$ cat src/fsil_defines.vh
// fsil_defines.vh: timing, pattern and range constants for the status indicator logic
// assumes a single 20 MHz system clock; included by every design file of the block
//
// Functional notes
// [RULE_01] count mode: stable LED dark 0.3 s in every 2 s period, no real stability shown
// [RULE_02] weight/force mode: zero LED lit only while -0.25 e < weight < +0.25 e
// [RULE_03] count mode: zero LED always dark
// [RULE_04] weight/force mode: stable LED lit while stable, dark while unstable
// [RULE_05] error LED lit on conversion or processing error, any mode, else dark
// [RULE_06] while error LED lit, stable and zero LEDs carry the error type
// [RULE_07] module state LED dark while unpowered or fieldbus module initialising
// [RULE_08] module state LED steady green when initialised, flashing green with diagnostics
// [RULE_09] module state LED red whenever an exception error exists; here only once fb_init_done_in is set, dark before
// [RULE_10] operation LED: off offline, green exchange, flash green clear, red double flash config error
// [RULE_11] auxiliary serial port runs 9600 bit/s, 1 start, 8 data, no parity, 1 stop
// [RULE_12] fieldbus bit rate detected automatically among ten rates, no rate setting
// [RULE_13] slave address accepted from 1 to 126, default 1
// [RULE_14] slave address may also be loaded from the front-panel setup switch
`ifndef FSIL_DEFINES_VH
`define FSIL_DEFINES_VH

`define FSIL_CLK_HZ 20000000
// indicator timebase: one tick per millisecond
`define FSIL_TICK_US 1000
`define FSIL_TICK_CYC ((`FSIL_CLK_HZ / 1000000) * `FSIL_TICK_US)
// pattern figures in milliseconds
`define FSIL_CNT_PERIOD_MS 2000
`define FSIL_CNT_OFF_MS 300
`define FSIL_FLASH_HALF_MS 500
`define FSIL_RED_PULSE_MS 200
// auxiliary serial framing
`define FSIL_UART_BAUD 9600
`define FSIL_UART_BIT_CYC (`FSIL_CLK_HZ / `FSIL_UART_BAUD)
`define FSIL_UART_DATA_BITS 8
// slave address range
`define FSIL_ADDR_MIN 7'h01
`define FSIL_ADDR_MAX 7'h7E
`define FSIL_ADDR_RST 7'h01
// fieldbus rate indices, slowest first
`define FSIL_RATE_NONE 4'hF
`define FSIL_RATE_9K6 4'h0
`define FSIL_RATE_19K2 4'h1
`define FSIL_RATE_45K45 4'h2
`define FSIL_RATE_93K75 4'h3
`define FSIL_RATE_187K5 4'h4
`define FSIL_RATE_500K 4'h5
`define FSIL_RATE_1M5 4'h6
`define FSIL_RATE_3M 4'h7
`define FSIL_RATE_6M 4'h8
`define FSIL_RATE_12M 4'h9
// shortest-pulse thresholds in clocks, geometric means of adjacent bit times
`define FSIL_THR_9K6 12'd1472
`define FSIL_THR_19K2 12'd677
`define FSIL_THR_45K45 12'd306
`define FSIL_THR_93K75 12'd150
`define FSIL_THR_187K5 12'd65
`define FSIL_THR_500K 12'd23
`define FSIL_THR_1M5 12'd9
`define FSIL_THR_3M 12'd5
`define FSIL_THR_6M 12'd2

`endif

$ cat src/fsil_status_top.v
// fsil_status_top.v: front-panel indicator drive, fieldbus rate detection and slave address holding
// assumes all inputs except arst_n_in are synchronous to clk_sys_in; measurement and fieldbus state come from other logic
`include "fsil_defines.vh"
`default_nettype none

module fsil_status_top #(
  parameter TICK_CYC = `FSIL_TICK_CYC
) (
  input wire clk_sys_in, // 20 MHz system clock
  input wire arst_n_in, // asynchronous reset, active low
  input wire mode_count_in, // 1 = count mode, 0 = weight/force
  input wire meas_stable_in, // measurement stable
  input wire signed [31:0] weight_in, // current weight, signed
  input wire [31:0] division_in, // display division e, same unit as weight
  input wire conv_err_in, // conversion error present
  input wire proc_err_in, // digital processing error present
  input wire [1:0] err_type_in, // error type shown on stable/zero LEDs
  output reg stable_led_out, // stability LED
  output reg zero_led_out, // centre-of-zero LED
  output reg error_led_out, // error LED
  input wire fb_init_done_in, // fieldbus module initialised
  input wire fb_diag_in, // diagnostic event(s) active
  input wire fb_exception_in, // exception error in fieldbus module
  output reg module_state_led_green_out, // module state LED, green
  output reg module_state_led_red_out, // module state LED, red
  input wire fb_online_in, // on-line on the fieldbus
  input wire fb_data_exch_in, // 1 = data exchange, 0 = clear
  input wire fb_cfg_err_in, // configuration error
  output reg link_operation_led_green_out, // operation LED, green
  output reg link_operation_led_red_out, // operation LED, red
  input wire fb_rx_in, // fieldbus receive line
  input wire fb_rate_restart_in, // pulse: forget detected rate
  output reg [3:0] fb_rate_out, // detected rate index
  output reg fb_rate_lock_out, // a rate has been detected
  input wire [6:0] addr_switch_in, // address from setup switch
  input wire addr_switch_load_in, // pulse: take switch address
  input wire [6:0] addr_cfg_in, // address from configuration
  input wire addr_cfg_load_in, // pulse: take configuration address
  output reg [6:0] slave_addr_out, // active slave address
  output reg addr_reject_out, // pulse: out-of-range address refused
  input wire [7:0] aux_tx_data_in, // aux serial byte to send
  input wire aux_tx_valid_in, // aux byte offered
  output wire aux_tx_ready_out, // aux transmitter idle
  output wire aux_tx_out, // aux serial line out
  input wire aux_rx_in, // aux serial line in
  output wire [7:0] aux_rx_data_out, // aux byte received
  output wire aux_rx_valid_out, // pulse: aux byte good
  output wire aux_rx_frame_err_out // pulse: aux stop bit bad
);

////////////////////////////////////////////////////////////////////////////////
reg [1:0] rst_sync_r;
wire rst_n;

always @(posedge clk_sys_in or negedge arst_n_in) begin
  if (!arst_n_in) begin
    rst_sync_r <= 2'b00;
  end else begin
    rst_sync_r <= {rst_sync_r[0], 1'b1};
  end
end

assign rst_n = rst_sync_r[1];

////////////////////////////////////////////////////////////////////////////////
// millisecond timebase and 2 s pattern counter shared by every blinking LED
reg [15:0] tick_cnt_r;
reg tick_r;
reg [10:0] ms_cnt_r;

always @(posedge clk_sys_in or negedge rst_n) begin
  if (!rst_n) begin
    tick_cnt_r <= 16'h0000;
    tick_r <= 1'b0;
  end else if (tick_cnt_r == TICK_CYC - 1) begin
    tick_cnt_r <= 16'h0000;
    tick_r <= 1'b1;
  end else begin
    tick_cnt_r <= tick_cnt_r + 16'h0001;
    tick_r <= 1'b0;
  end
end

always @(posedge clk_sys_in or negedge rst_n) begin
  if (!rst_n) begin
    ms_cnt_r <= 11'h000;
  end else if (tick_r) begin
    if (ms_cnt_r == `FSIL_CNT_PERIOD_MS - 1) begin
      ms_cnt_r <= 11'h000;
    end else begin
      ms_cnt_r <= ms_cnt_r + 11'h001;
    end
  end
end

wire count_dark = (ms_cnt_r < `FSIL_CNT_OFF_MS); // see [RULE_01]
wire flash_on = (ms_cnt_r < `FSIL_FLASH_HALF_MS) ||
                ((ms_cnt_r >= 2 * `FSIL_FLASH_HALF_MS) && (ms_cnt_r < 3 * `FSIL_FLASH_HALF_MS));
// two short red pulses then a long pause, so the double flash is told apart from plain flashing
wire red_double = (ms_cnt_r < `FSIL_RED_PULSE_MS) ||
                  ((ms_cnt_r >= 2 * `FSIL_RED_PULSE_MS) && (ms_cnt_r < 3 * `FSIL_RED_PULSE_MS));

////////////////////////////////////////////////////////////////////////////////
// centre of zero: |w| < 0.25 e is tested as 4|w| < e, so no fraction is needed
wire [31:0] weight_abs = weight_in[31] ? (~weight_in + 32'h00000001) : weight_in;
wire [33:0] weight_x4 = {weight_abs, 2'b00};
wire in_zero = (weight_x4 < {2'b00, division_in}); // see [RULE_02]
wire any_err = conv_err_in | proc_err_in;

always @(posedge clk_sys_in or negedge rst_n) begin
  if (!rst_n) begin
    stable_led_out <= 1'b0;
    zero_led_out <= 1'b0;
    error_led_out <= 1'b0;
  end else begin
    error_led_out <= any_err; // see [RULE_05]
    if (any_err) begin
      stable_led_out <= err_type_in[0]; // see [RULE_06]
      zero_led_out <= err_type_in[1]; // see [RULE_06]
    end else if (mode_count_in) begin
      stable_led_out <= ~count_dark; // see [RULE_01]
      zero_led_out <= 1'b0; // see [RULE_03]
    end else begin
      stable_led_out <= meas_stable_in; // see [RULE_04]
      zero_led_out <= in_zero; // see [RULE_02]
    end
  end
end

////////////////////////////////////////////////////////////////////////////////
// exception outranks diagnostics; uninitialised outranks both
always @(posedge clk_sys_in or negedge rst_n) begin
  if (!rst_n) begin
    module_state_led_green_out <= 1'b0;
    module_state_led_red_out <= 1'b0;
  end else if (!fb_init_done_in) begin
    module_state_led_green_out <= 1'b0; // see [RULE_07]
    module_state_led_red_out <= 1'b0; // see [RULE_07]
  end else if (fb_exception_in) begin
    module_state_led_green_out <= 1'b0;
    module_state_led_red_out <= 1'b1; // see [RULE_09]
  end else begin
    module_state_led_green_out <= fb_diag_in ? flash_on : 1'b1; // see [RULE_08]
    module_state_led_red_out <= 1'b0;
  end
end

always @(posedge clk_sys_in or negedge rst_n) begin
  if (!rst_n) begin
    link_operation_led_green_out <= 1'b0;
    link_operation_led_red_out <= 1'b0;
  end else if (fb_cfg_err_in) begin
    link_operation_led_green_out <= 1'b0;
    link_operation_led_red_out <= red_double; // see [RULE_10]
  end else if (!fb_online_in) begin
    link_operation_led_green_out <= 1'b0; // see [RULE_10]
    link_operation_led_red_out <= 1'b0;
  end else begin
    link_operation_led_green_out <= fb_data_exch_in ? 1'b1 : flash_on; // see [RULE_10]
    link_operation_led_red_out <= 1'b0;
  end
end

////////////////////////////////////////////////////////////////////////////////
// rate detection: the shortest low or high run on the line is one bit time
// limitation: at 20 MHz the three fastest rates are told apart only by 1 to 3 clocks
function [3:0] rate_of;
  input [11:0] width;
  begin
    if (width >= `FSIL_THR_9K6) rate_of = `FSIL_RATE_9K6;
    else if (width >= `FSIL_THR_19K2) rate_of = `FSIL_RATE_19K2;
    else if (width >= `FSIL_THR_45K45) rate_of = `FSIL_RATE_45K45;
    else if (width >= `FSIL_THR_93K75) rate_of = `FSIL_RATE_93K75;
    else if (width >= `FSIL_THR_187K5) rate_of = `FSIL_RATE_187K5;
    else if (width >= `FSIL_THR_500K) rate_of = `FSIL_RATE_500K;
    else if (width >= `FSIL_THR_1M5) rate_of = `FSIL_RATE_1M5;
    else if (width >= `FSIL_THR_3M) rate_of = `FSIL_RATE_3M;
    else if (width >= `FSIL_THR_6M) rate_of = `FSIL_RATE_6M;
    else rate_of = `FSIL_RATE_12M;
  end
endfunction

reg fb_prev_r;
reg [11:0] run_cnt_r;
reg [11:0] run_min_r;
reg run_seen_r;
wire fb_edge = fb_prev_r ^ fb_rx_in;

always @(posedge clk_sys_in or negedge rst_n) begin
  if (!rst_n) begin
    fb_prev_r <= 1'b1;
    run_cnt_r <= 12'h000;
    run_min_r <= 12'hFFF;
    run_seen_r <= 1'b0;
    fb_rate_out <= `FSIL_RATE_NONE;
    fb_rate_lock_out <= 1'b0;
  end else begin
    fb_prev_r <= fb_rx_in;
    if (fb_rate_restart_in) begin
      run_cnt_r <= 12'h000;
      run_min_r <= 12'hFFF;
      run_seen_r <= 1'b0;
      fb_rate_out <= `FSIL_RATE_NONE;
      fb_rate_lock_out <= 1'b0;
    end else if (fb_edge) begin
      run_cnt_r <= 12'h001;
      run_seen_r <= 1'b1;
      // the first run after restart may be cut short by the restart itself
      if (run_seen_r && (run_cnt_r < run_min_r)) begin
        run_min_r <= run_cnt_r;
        fb_rate_out <= rate_of(run_cnt_r); // see [RULE_12]
        fb_rate_lock_out <= 1'b1;
      end
    end else if (run_cnt_r != 12'hFFF) begin
      run_cnt_r <= run_cnt_r + 12'h001;
    end
  end
end

////////////////////////////////////////////////////////////////////////////////
function addr_ok;
  input [6:0] addr;
  begin
    addr_ok = (addr >= `FSIL_ADDR_MIN) && (addr <= `FSIL_ADDR_MAX);
  end
endfunction

// the switch wins when both sources load in the same cycle: it is the local operator's choice
always @(posedge clk_sys_in or negedge rst_n) begin
  if (!rst_n) begin
    slave_addr_out <= `FSIL_ADDR_RST; // see [RULE_13]
    addr_reject_out <= 1'b0;
  end else begin
    addr_reject_out <= 1'b0;
    if (addr_switch_load_in) begin
      if (addr_ok(addr_switch_in)) begin
        slave_addr_out <= addr_switch_in; // see [RULE_14]
      end else begin
        addr_reject_out <= 1'b1; // see [RULE_13]
      end
    end else if (addr_cfg_load_in) begin
      if (addr_ok(addr_cfg_in)) begin
        slave_addr_out <= addr_cfg_in; // see [RULE_13]
      end else begin
        addr_reject_out <= 1'b1;
      end
    end
  end
end

////////////////////////////////////////////////////////////////////////////////
fsil_uart #(
  .BIT_CYC(`FSIL_UART_BIT_CYC)
) u_aux_uart (
  .clk_in(clk_sys_in),
  .rst_n_in(rst_n),
  .tx_data_in(aux_tx_data_in),
  .tx_valid_in(aux_tx_valid_in),
  .tx_ready_out(aux_tx_ready_out),
  .tx_out(aux_tx_out),
  .rx_in(aux_rx_in),
  .rx_data_out(aux_rx_data_out),
  .rx_valid_out(aux_rx_valid_out),
  .rx_frame_err_out(aux_rx_frame_err_out)
);

endmodule
`default_nettype wire

$ cat src/fsil_uart.v
// fsil_uart.v: fixed-format asynchronous serial transmitter and receiver
// assumes rx_in is synchronous to clk_in and rst_n_in is an already synchronised reset
`include "fsil_defines.vh"
`default_nettype none

module fsil_uart #(
  parameter BIT_CYC = `FSIL_UART_BIT_CYC
) (
  input wire clk_in, // system clock
  input wire rst_n_in, // synchronised reset, active low
  input wire [7:0] tx_data_in, // byte to send
  input wire tx_valid_in, // byte offered
  output wire tx_ready_out, // transmitter idle
  output reg tx_out, // serial line out, idle high
  input wire rx_in, // serial line in
  output reg [7:0] rx_data_out, // last byte received
  output reg rx_valid_out, // one-cycle pulse, good byte
  output reg rx_frame_err_out // one-cycle pulse, bad stop bit
);

// counters are 12 bits wide, so the bit time is cut to that width on purpose
localparam [11:0] BIT_LAST = BIT_CYC[11:0] - 12'h001;
localparam [11:0] BIT_HALF = BIT_CYC[11:0] >> 1;

////////////////////////////////////////////////////////////////////////////////
reg tx_busy_r;
reg [9:0] tx_shift_r;
reg [3:0] tx_bits_r;
reg [11:0] tx_cyc_r;

assign tx_ready_out = ~tx_busy_r;

// frame: start, eight data lsb first, stop; no parity slot
always @(posedge clk_in or negedge rst_n_in) begin
  if (!rst_n_in) begin
    tx_busy_r <= 1'b0;
    tx_shift_r <= 10'h3FF;
    tx_bits_r <= 4'h0;
    tx_cyc_r <= 12'h000;
    tx_out <= 1'b1;
  end else if (!tx_busy_r) begin
    tx_out <= 1'b1;
    if (tx_valid_in) begin
      tx_busy_r <= 1'b1; // see [RULE_11]
      tx_shift_r <= {1'b1, tx_data_in, 1'b0};
      tx_bits_r <= 4'h0;
      tx_cyc_r <= 12'h000;
    end
  end else begin
    tx_out <= tx_shift_r[0];
    if (tx_cyc_r == BIT_LAST) begin
      tx_cyc_r <= 12'h000;
      tx_shift_r <= {1'b1, tx_shift_r[9:1]};
      if (tx_bits_r == 4'h9) begin
        tx_busy_r <= 1'b0;
      end
      tx_bits_r <= tx_bits_r + 4'h1;
    end else begin
      tx_cyc_r <= tx_cyc_r + 12'h001;
    end
  end
end

////////////////////////////////////////////////////////////////////////////////
reg rx_busy_r;
reg rx_prev_r;
reg [3:0] rx_bits_r;
reg [11:0] rx_cyc_r;
reg [7:0] rx_shift_r;

always @(posedge clk_in or negedge rst_n_in) begin
  if (!rst_n_in) begin
    rx_busy_r <= 1'b0;
    rx_prev_r <= 1'b1;
    rx_bits_r <= 4'h0;
    rx_cyc_r <= 12'h000;
    rx_shift_r <= 8'h00;
    rx_data_out <= 8'h00;
    rx_valid_out <= 1'b0;
    rx_frame_err_out <= 1'b0;
  end else begin
    rx_prev_r <= rx_in;
    rx_valid_out <= 1'b0;
    rx_frame_err_out <= 1'b0;
    if (!rx_busy_r) begin
      if (rx_prev_r && !rx_in) begin
        rx_busy_r <= 1'b1;
        rx_bits_r <= 4'h0;
        rx_cyc_r <= BIT_HALF; // first sample lands mid start bit
      end
    end else if (rx_cyc_r == BIT_LAST) begin
      rx_cyc_r <= 12'h000;
      rx_bits_r <= rx_bits_r + 4'h1;
      if (rx_bits_r == 4'h0) begin
        if (rx_in) begin
          rx_busy_r <= 1'b0; // glitch, not a start bit
        end
      end else if (rx_bits_r <= `FSIL_UART_DATA_BITS) begin
        rx_shift_r <= {rx_in, rx_shift_r[7:1]};
      end else begin
        rx_busy_r <= 1'b0; // see [RULE_11]
        rx_data_out <= rx_shift_r;
        rx_valid_out <= rx_in;
        rx_frame_err_out <= ~rx_in;
      end
    end else begin
      rx_cyc_r <= rx_cyc_r + 12'h001;
    end
  end
end

endmodule
`default_nettype wire

$ cat config.mk
export PLATFORM = sky130hd
export DESIGN_NAME = fsil_status_top
export DESIGN_NICKNAME = d
export VERILOG_FILES = /design/src/fsil_status_top.v /design/src/fsil_uart.v
export VERILOG_INCLUDE_DIRS = /design/src
export SDC_FILE = /design/constraint.sdc
export NUM_CORES = 1
export LEC_CHECK = 0
export CAP_MARGIN = 20
export CORE_ASPECT_RATIO = 0.7
export CORE_MARGIN = 3
export CORE_UTILIZATION = 55
export DETAILED_ROUTE_END_ITERATION = 10
export DONT_BUFFER_PORTS = 1
export PLACE_DENSITY = 0.82
export SLEW_MARGIN = 20
export SYNTH_ARGS = -nofsm -noshare
export SYNTH_HDL_FRONTEND = slang
export SYNTH_SLANG_ARGS = --single-unit
export TNS_END_PERCENT = 50
$ cat constraint.sdc
create_clock -name clk_sys_in -period 5.6 [get_ports clk_sys_in]
set_input_delay 0.56 -clock clk_sys_in [delete_from_list [all_inputs] [get_ports clk_sys_in]]
set_output_delay 0.56 -clock clk_sys_in [all_outputs]
set_load 0.02 [all_outputs]
==> results.yml, run 1 <==
status:
  outcome: "completed"
floorplan:
  die_area_sq_mm: 0.0169
  placeableCoreArea_sq_mm: 0.0149
  io_pins: 138
  dieHeight_microns: 110
  die_w_microns: 154
  rows: 37
  initial_core_util_pct: 56.9
cells_and_area:
  final_cell_area_sq_mm: 0.00923
  drive_gt1_share_pct: 10.0
  area_delta_synth_final_pct: 9.07
  fillers: 1175
  final_nets: 1068
  diodes: 0
  final_cell_mix: "dfrtp_1 (109), o21ai_0 (85), nor2_1 (83)"
  instances_no_fill: 1115
  final_common_cell: "dfrtp_1"
clock_tree:
  cts_made_buffers: 17
  cts_resized: 0
  cts_tree: "built"
  htreeDepth: 4
  clkSinkCount: 139
  clk_latency_ns: 0.41
  root_buffer: "clkbuf_16"
  cts_buffer_depth: 2
  post-cts-setup-buffer-count: 0
  clk_pin_slew_ns: 0.06
  ctsHoldBuffers: 1
timing:
  rsz0062_at_grt: "no"
  fmax_mhz: 284
  period_share_pct: 62.8
  tightest_slew_ns: 1.02
  finalSetupTns_ns: 0
  skew_ns: 0.00890
  period_minus_slack_ns: 3.52
  setup_viol: 0
  report.final.slew_viol_count: 0
  relSlewSlack_pct: 31.8
  hold_viol_final: 0
yosys:
  synthArstFlopShare_pct: 100
  synth_area_leaders: "dfrtp_1 (33%), dfstp_2 (9.0%), ha_1 (8.1%)"
  synth_edf_count: 0
  synth_top_area_share_pct: 32.5
  synth_top_area_cell: "dfrtp_1"
  syn-num-nets: 1089
  synth_ff_type: "dfrtp_1"
  synth_cell_types: 63
  syn_avg_cell_area_sq_um: 9.12
  syn_inst: 928
  netlist_area_sq_mm: 0.00846
  ys_seq_elements: 139
  synth_warnings: 0
  yosysSeqAreaShare_pct: 41.5
min_path:
  hp-class: "primary input to flip-flop"
pwr:
  max-vdd-ir-drop_uv: 228
  leakagePower_nw: 4.17
  power.total_w: 0.00281
  cellPowerDensity_mw_per_mm2: 304
worst_setup_path:
  cp_max_fo: 6
  cp.required_ns: 5.95
  worstPathArrival_ns: 3.87
  cp-end-kind: "flip-flop"
  critical_path_class: "primary input to flip-flop"
  worstSetupStartpointType: "primary input"
routing:
  num_vias: 6609
  routedWlPerCell_microns: 16.3
  first_pass_iters: 6
  vias_per_cell: 5.93
  wl_mm: 18.1
  drtIter0Drc: 583
  route.detailed.drc: 0
  postRouteAntennaNets: 0
grt:
  grt-ovfl-total: 0
  grt_first_pass_wirelength_mm: 29.6
  grtUsageTotal_pct: 21.2
  antenna_found_initial: 0
  grt_max_degree: 81
  grt_pass1_vias: 6132
placement:
  port_buffers: 0
  gp_congestion: 0.865
  hpwl_mm: 12.7
  placed_cells: 1081
  placed_cell_area_sq_mm: 0.00855
flow_run:
  maxCapViolCount: 0
[sequential cells by signal, indices dropped and copies added (netlist names), 7 cells and up]
signal                  count
u_aux_uart.tx_cyc_r        12
u_aux_uart.rx_cyc_r        12
run_cnt_r                  12
u_aux_uart.tx_shift_r       9
slave_addr_out              7
run_min_r                  12
u_aux_uart.rx_data_out      8
ms_cnt_r                   11
u_aux_uart.rx_shift_r       8
tick_cnt_r                 16
[synth_stat cells (3+ instances only)]
cell type  number
or4_1          11
nor3_1         13
nand2b_1       24
mux2_2         15
nand2_1        71
nor2b_1        10
a211o_1        14
a31oi_1         6
a211oi_1        8
and4_1          6
buf_1           5
and3_1         20
a21oi_1        40
nand3_1        28
dfrtp_1       110
nor2_1         83
xnor2_1        50
a21o_1          4
a22o_1          3
or2_2           4
xor2_1         14
or3_1           6
mux2i_1        18
and2_1          5
clkbuf_1       38
o31ai_1        17
ha_1           55
dfstp_2        29
nor4_1          9
nand3b_1        4
o22ai_1         4
o21ai_0        85
nand4_1        16
inv_1          63
o21a_1          3
[cell type report]
class                      count  area, sq um  area share, %
sequential                   139         3520           38.1
tap                          195          244           2.64
clock buffer                  25          561           6.08
inverter                      63          236           2.56
timing repair buffer           3         45.0          0.488
clock inverter                 7         71.3          0.773
multi-input combinational    683         4550           49.3
[report_power, final]
part           switching [W]  internal, W
Clock               0.000423     0.000741
Sequential          0.000133      0.00114
Combinational       0.000199     0.000172
Total               0.000756      0.00205
[critical path, stage by stage]
cell and delay [ns]:
or4_4 0.54, or2_4 0.28, or3_4 0.44, or3_1 0.36
o31ai_1 0.27, xnor2_1 0.16, ha_1 0.26, a21oi_1 0.12
o21ai_0 0.11, a211oi_1 0.27, o311ai_0 0.20, a31oi_1 0.17
o21a_1 0.13
[logic make-up (layout without fill, tap and decap cells)]
family / Yosys count / count (layout) / synth area share [%]
AOI/OAI and AO/OA: 204 / 204 / 14.9
xor gates and xnor gates: 64 / 64 / 6.63
adders and majority gates: 55 / 55 / 8.13
buffers and inverters: 106 / 98 / 4.70
DFF: 139 / 139 / 41.5
muxes: 33 / 33 / 4.13
other: 1 / 1 / 0.0443
and+or+nand+nor: 326 / 326 / 20.0
[through the flow]
| step | worst slack [ns] | hold slack [ns] | util, % |
|---|---|---|---|
| final | 2.08 | 0.140 | 62.1 |
| after global routing | 1.86 | 0.123 | 62.1 |
| after CTS | 2.12 | 0.132 | 61.9 |
| after detailed placement | 1.72 | 0.264 | 57.6 |
| after global placement | 1.85 | 0.264 | 57.6 |
| after floorplan | 1.49 | 0.264 | - |
[worst paths after layout]
check	from	to	slack (ns)	cells past startpoint
max	weight_in[7]	zero_led_out$_DFF_PN0_	2.08	13
min	aux_rx_in	u_aux_uart.rx_prev_r$_DFF_PN1_	0.14	0
max reg2reg	u_aux_uart.rx_cyc_r[2]$_DFFE_PN0P_	u_aux_uart.rx_data_out[7]$_DFFE_PN0P_	2.60	5
min reg2reg	rst_sync_r[1]$_DFF_PN0_	ms_cnt_r[7]$_DFFE_PN0P_	0.23	0
max in group asynchronous	rst_sync_r[1]$_DFF_PN0_	slave_addr_out[3]$_DFFE_PN0P_	4.03	2
min in group asynchronous	rst_sync_r[1]$_DFF_PN0_	ms_cnt_r[7]$_DFFE_PN0P_	0.23	0
[metal layers]
layer | up-vias | part of all wire [%] | GRT usage (%)
li1 | 3229 | - | -
met1 | 3169 | 49 | 31.6
met2 | 189 | 45 | 31.6
met3 | 22 | 5.5 | 4.64
met4 | 0 | 1.0 | 5.23
met5 | - | 0 | 0
Note: power is estimated with default switching activity, not from simulation.
==> run 2: changes to the inputs <==
Settings changed: PLACE_DENSITY 0.82 to 0.85.
Clock period 5.6 ns to 2.85 ns, I/O delays scaled along.
==> run 2 against run 1 <==
Net effect:
- the flow now finishes with violations (setup timing)
- die area stayed put
- flip-flop and latch count stayed put
- sequential share of layout area is 1.3 points lower
- clock power is 97% higher
- core utilization is 2.2 points higher
- global-route usage is 0.70 points higher
- register-to-register slack worse by 2.4 ns
- final cell count is 3.1% higher
- clock skew is 0.0042 ns higher
- combinational power is 110% higher
- highest routed layer unchanged
- non-clock buffer count is 35 higher
- clock-buffer cell count is 3 lower
==> results.yml, run 2 (same netlist as run 1, synthesis figures left out) <==
status:
  outcome: "finished with violations"
  failed_checks: "setup timing"
worst_setup_path:
  cp_max_fo: 5
  crit_path_top_delay_cell: "or4_4"
  cp-end-kind: "flip-flop"
  cpLargestDelayFamily: "simple AND/OR/NAND/NOR gates"
  worstPathArrival_ns: 3.40
  worstSetupStartpointType: "primary input"
  cpPeakStageDelay_ns: 0.57
  cp.required_ns: 3.19
  crit_chain: "inv_1, ha_1, or3b_4, or4_4, or4_4, o31ai_2, xnor2_1, ha_1, nand2_1, o21ai_1, a211oi_2, o311ai_1, a31oi_1, o21a_1"
  reg2reg_from: "run_min_r[7]$_DFFE_PN1P_"
  crit_start: "weight_in[1]"
  critical_path_class: "primary input to flip-flop"
  path_buf_inv: 1
floorplan:
  io_pins: 138
  dieHeight_microns: 110
  placeableCoreArea_sq_mm: 0.0149
  die_area_sq_mm: 0.0169
  die_w_microns: 154
  rows: 37
  initial_core_util_pct: 56.9
pwr:
  leakagePower_nw: 4.35
  combPwrFrac_pct: 14.1
  switching_power_w: 0.00150
  p_clk_share_pct: 41.0
  power_frac_seq_pct: 44.9
  max-vdd-ir-drop_uv: 457
  power.internal_w: 0.00407
  swShare_pct: 26.9
  cellPowerDensity_mw_per_mm2: 582
clock_tree:
  clk_latency_ns: 0.41
  clkSinkCount: 139
  cts_buffer_depth: 2
  root_buffer: "clkbuf_16"
  htreeDepth: 4
  post-cts-setup-buffer-count: 0
  clk_pin_slew_ns: 0.06
  cts_tree: "built"
  cts_made_buffers: 17
placement:
  place_ws_ns: -0.721
  gp_congestion: 0.939
  port_buffers: 0
  hpwl_mm: 13.2
  placed_cell_area_sq_mm: 0.00876
cells_and_area:
  fin_util_pct: 64.3
  area_delta_synth_final_pct: 13.0
  top_register: "tick_cnt_r"
  final_cell_mix: "dfrtp_1 (109), nor2_1 (83), o21ai_0 (80)"
  final_cell_area_sq_mm: 0.00956
  final_common_cell: "dfrtp_1"
  final_nets: 1103
  diodes: 0
  drive_gt1_share_pct: 12.9
  largest_reg_flops: 16
grt:
  grt_first_pass_wirelength_mm: 30.7
  grt_max_degree: 64
  grt_pass1_vias: 6458
  antenna_found_initial: 0
  grt_use_met2_pct: 33.7
  use_met1_pct: 31.9
  grt-ovfl-total: 0
  use_met3_pct: 4.72
  grt-busiest-layer: "met2"
  grtUsageTotal_pct: 21.9
timing:
  period_share_pct: 107
  rsz0062_at_grt: "yes"
  fmax_mhz: 327
  holdWs_ns: 0.0282
  period_minus_slack_ns: 3.06
  tightest_slew_ns: 0.880
  report.final.slew_viol_count: 0
  relSlewSlack_pct: 41.2
  skew_ns: 0.0131
  setup_viol: 1
  hold_viol_final: 0
  fin_ws_ns: -0.206
flow_run:
  maxCapViolCount: 0
routing:
  postRouteAntennaNets: 0
  first_pass_iters: 5
  wl_mm: 18.5
  num_vias: 6669
  route.detailed.drc: 0
  drtIter0Drc: 574
  vias_per_cell: 5.80
  routedWlPerCell_microns: 16.1
min_path:
  hp-start: "addr_cfg_load_in"
  hp-class: "primary input to flip-flop"
==> run 2: area by class of cell <==
type	count	area [sq um]
Fill cell	1168	5300
Multi-Input combinational cell	683	4590
Sequential cell	139	3520
Clock buffer	22	484
Timing Repair Buffer	38	343
Tap cell	195	244
Inverter	63	236
Clock inverter	10	139
==> run 2: power by group through the flow <==
stage	registers (W)	logic (W)	clock network [W]
floorplan	0.00246	0.000593	0
global placement	0.00251	0.000705	0
detailed placement	0.00252	0.000747	0
CTS	0.00250	0.000785	0.00233
global route	0.00253	0.000909	0.00242
finish	0.00250	0.000784	0.00228
==> run 2: routing by layer <==
metal | share of wire, % | wire (microns) | vias to the layer above
met4 | 0.87 | 162 | 0
li1 | - | - | 3293
met5 | 0 | 0 | -
met3 | 5.4 | 999 | 15
met2 | 46 | 8470 | 180
met1 | 48 | 8890 | 3181
==> run 2: worst paths after layout <==
check                                                            to  slack [ns]  cells past startpoint
worst min register to register  u_aux_uart.tx_bits_r[2]$_DFFE_PN0P_        0.35                      0
min in group asynchronous                   rst_sync_r[0]$_DFF_PN0_        0.12                      1
max in group asynchronous                   ms_cnt_r[1]$_DFFE_PN0P_        1.66                      1
worst max register to register           fb_rate_out[3]$_DFFE_PN1P_        0.23                      9
worst min-delay path                      addr_reject_out$_DFF_PN0_        0.03                      2
worst max-delay path                         zero_led_out$_DFF_PN0_       -0.21                     14
==> run 2: repair_timing <==
action                                 4_1_cts  5_1_grt
endpoints found under the hold margin       29        0
hold buffers                                13        0
resized for setup                            7        8
pin swaps                                    9        9
setup endpoints to repair                    1        1
==> run 2: metrics by stage <==
step                      instances  power [W]  TNS (ns)
after global routing           1150    0.00587    -0.315
after global placement         1105    0.00321    -0.681
after detailed placement       1105    0.00327    -0.721
after CTS                      1150    0.00561    -0.201
after floorplan                 928    0.00306    -0.479
final                          1150    0.00557    -0.206
==> run 3: changes to the inputs <==
Settings changed: CORE_UTILIZATION 55 to 50, PLACE_DENSITY 0.85 to 0.8.
==> run 3 against run 2 <==
Net effect:
- the run still ends with setup timing left
- clock skew is 0.0041 ns lower
- maximum frequency is 1.7% higher
- wire length is 1.5% higher
- non-clock buffer count is 6 higher
- register-to-register slack better by 0.02 ns
- clock-buffer cell count is 2 lower
- via count is 0.99% higher
- sequential power hardly changed
- clock power is 13% lower
- global-route usage is 1.3 points lower
- die area is 9.5% higher
- flip-flop and latch count stayed put
==> results.yml, run 3 (same netlist as run 1, synthesis figures left out) <==
timing:
  tightest_slew_ns: 0.984
  setup_viol: 1
  period_minus_slack_ns: 3.00
  hold_viol_final: 0
  skew_ns: 0.00904
  fin_ws_ns: -0.154
  report.final.slew_viol_count: 0
  period_share_pct: 105
  rsz0062_at_grt: "yes"
  fmax_mhz: 333
  relSlewSlack_pct: 34.0
flow_run:
  maxCapViolCount: 0
grt:
  grt_pass1_vias: 6457
  grtUsageTotal_pct: 20.6
  grt_max_degree: 54
  antenna_found_initial: 0
  grt-ovfl-total: 0
  grt_first_pass_wirelength_mm: 31.6
min_path:
  hp-class: "primary input to flip-flop"
routing:
  drtIter0Drc: 613
  met2_length_mm: 8.29
  routed.top_layer: "met4"
  wl_met3_mm: 1.01
  first_pass_iters: 8
  vias_per_cell: 5.68
  postRouteAntennaNets: 0
  num_vias: 6735
  wl_met1_mm: 9.29
  wl_mm: 18.8
  routedWlPerCell_microns: 15.8
  route.detailed.drc: 0
clock_tree:
  cts_tree: "built"
  root_buffer: "clkbuf_16"
  htreeDepth: 4
  cts_made_buffers: 17
  clkSinkCount: 139
  cts_buffer_depth: 2
  clk_latency_ns: 0.41
  clk_pin_slew_ns: 0.06
pwr:
  max-vdd-ir-drop_uv: 361
  cellPowerDensity_mw_per_mm2: 551
  leakagePower_nw: 4.34
worst_setup_path:
  cpPeakStageDelay_ns: 0.56
  crit_path_top_delay_cell: "or4_4"
  cpLargestDelayFamily: "simple AND/OR/NAND/NOR gates"
  worstSetupStartpointType: "primary input"
  cp-end-kind: "flip-flop"
  cp.required_ns: 3.21
  crit_chain: "or4_4, or2_4, or3_4, or3_4, o31ai_4, xnor2_1, ha_1, a21oi_2, o21ai_2, a211oi_2, o311ai_1, a31oi_1, o21a_1"
  path_buf_inv: 0
  worstPathArrival_ns: 3.36
  critical_path_class: "primary input to flip-flop"
  cp_max_fo: 4
  r2r_setup_slack_ns: 0.25
  cp_common_cell: "or3_4"
placement:
  hpwl_mm: 13.5
  port_buffers: 0
  place_ws_ns: -0.834
  gp_congestion: 0.865
cells_and_area:
  final_nets: 1109
  fin_util_pct: 58.3
  drive_gt1_share_pct: 14.2
  area_delta_synth_final_pct: 13.4
  diodes: 0
  top_register: "tick_cnt_r"
  final_cell_mix: "dfrtp_1 (109), nor2_1 (83), o21ai_0 (80)"
  final_common_cell: "dfrtp_1"
  largest_reg_flops: 16
floorplan:
  dieHeight_microns: 115
  placeableCoreArea_sq_mm: 0.0164
  initial_core_util_pct: 51.4
  die_w_microns: 161
  die_area_sq_mm: 0.0185
  io_pins: 138
  rows: 39
status:
  outcome: "finished with violations"
  failed_checks: "setup timing"
-- run 3: worst paths after layout --
kind / startpoint / endpoint / depth (start not counted)
setup / recovery: weight_in[7] / zero_led_out$_DFF_PN0_ / 13
hold / removal: addr_switch_load_in / addr_reject_out$_DFF_PN0_ / 2
setup reg to reg: run_min_r[5]$_DFFE_PN1P_ / fb_rate_out[1]$_DFFE_PN1P_ / 9
hold reg to reg: rst_sync_r[0]$_DFF_PN0_ / rst_sync_r[1]$_DFF_PN0_ / 0
max in group asynchronous: rst_sync_r[1]$_DFF_PN0_ / fb_rate_out[2]$_DFFE_PN1P_ / 1
min in group asynchronous: arst_n_in / rst_sync_r[1]$_DFF_PN0_ / 1
-- run 3: where the power goes --
group	internal (W)	switching [W]
clock	0.00115	0.000841
combinational	0.000384	0.000413
sequential	0.00223	0.000266
total	0.00376	0.00152
-- run 3: what timing repair did --
| action | CTS | global route |
|---|---|---|
| hold buffers | 12 | 0 |
| pin swaps | 7 | 1 |
| resized for setup | 12 | 11 |
| setup endpoints to repair | 1 | 1 |
| hold endpoints to repair | 28 | 0 |
| buffers inserted | 2 | 0 |
-- run 3: cell type report --
class	instances	area, sq um
Clock inverter	12	76.3
Tap cell	225	282
Sequential cell	139	3520
Inverter	63	236
Timing Repair Buffer	44	385
Fill cell	1421	6850
Clock buffer	20	457
Multi-Input combinational cell	683	4640
-- run 3: worst reg2reg max path, stage by stage (launching register included) --
cell and delay (ns):
dfstp_2 0.51, inv_1 0.05, ha_1 0.30, a211oi_1 0.25, nor2_1 0.09, a2111oi_0 0.53, or2_2 0.33, buf_12 0.17
nor2b_1 0.05, a211o_1 0.26
-- run 3: layer usage --
| metal | vias to the layer above | track usage [%] |
|---|---|---|
| met1 | 3221 | 30.7 |
| met3 | 19 | 4.29 |
| met4 | 0 | 5.44 |
| met2 | 181 | 30.8 |
| met5 | - | 0 |
| li1 | 3314 | - |
-- run 3: per-stage QoR --
step                std cells  total power, W  setup TNS, ns  area, sq um  hold WS (ns)
detailed placement       1140         0.00328         -0.834         8830       -0.0105
floorplan                 928         0.00306         -0.479         8460       -0.0106
global placement         1140         0.00322         -0.660         8830       -0.0105
finish                   1186         0.00528         -0.154         9590       0.00742
global route             1186         0.00558         -0.316         9590        0.0435
CTS                      1186         0.00532         -0.167         9550       0.00358
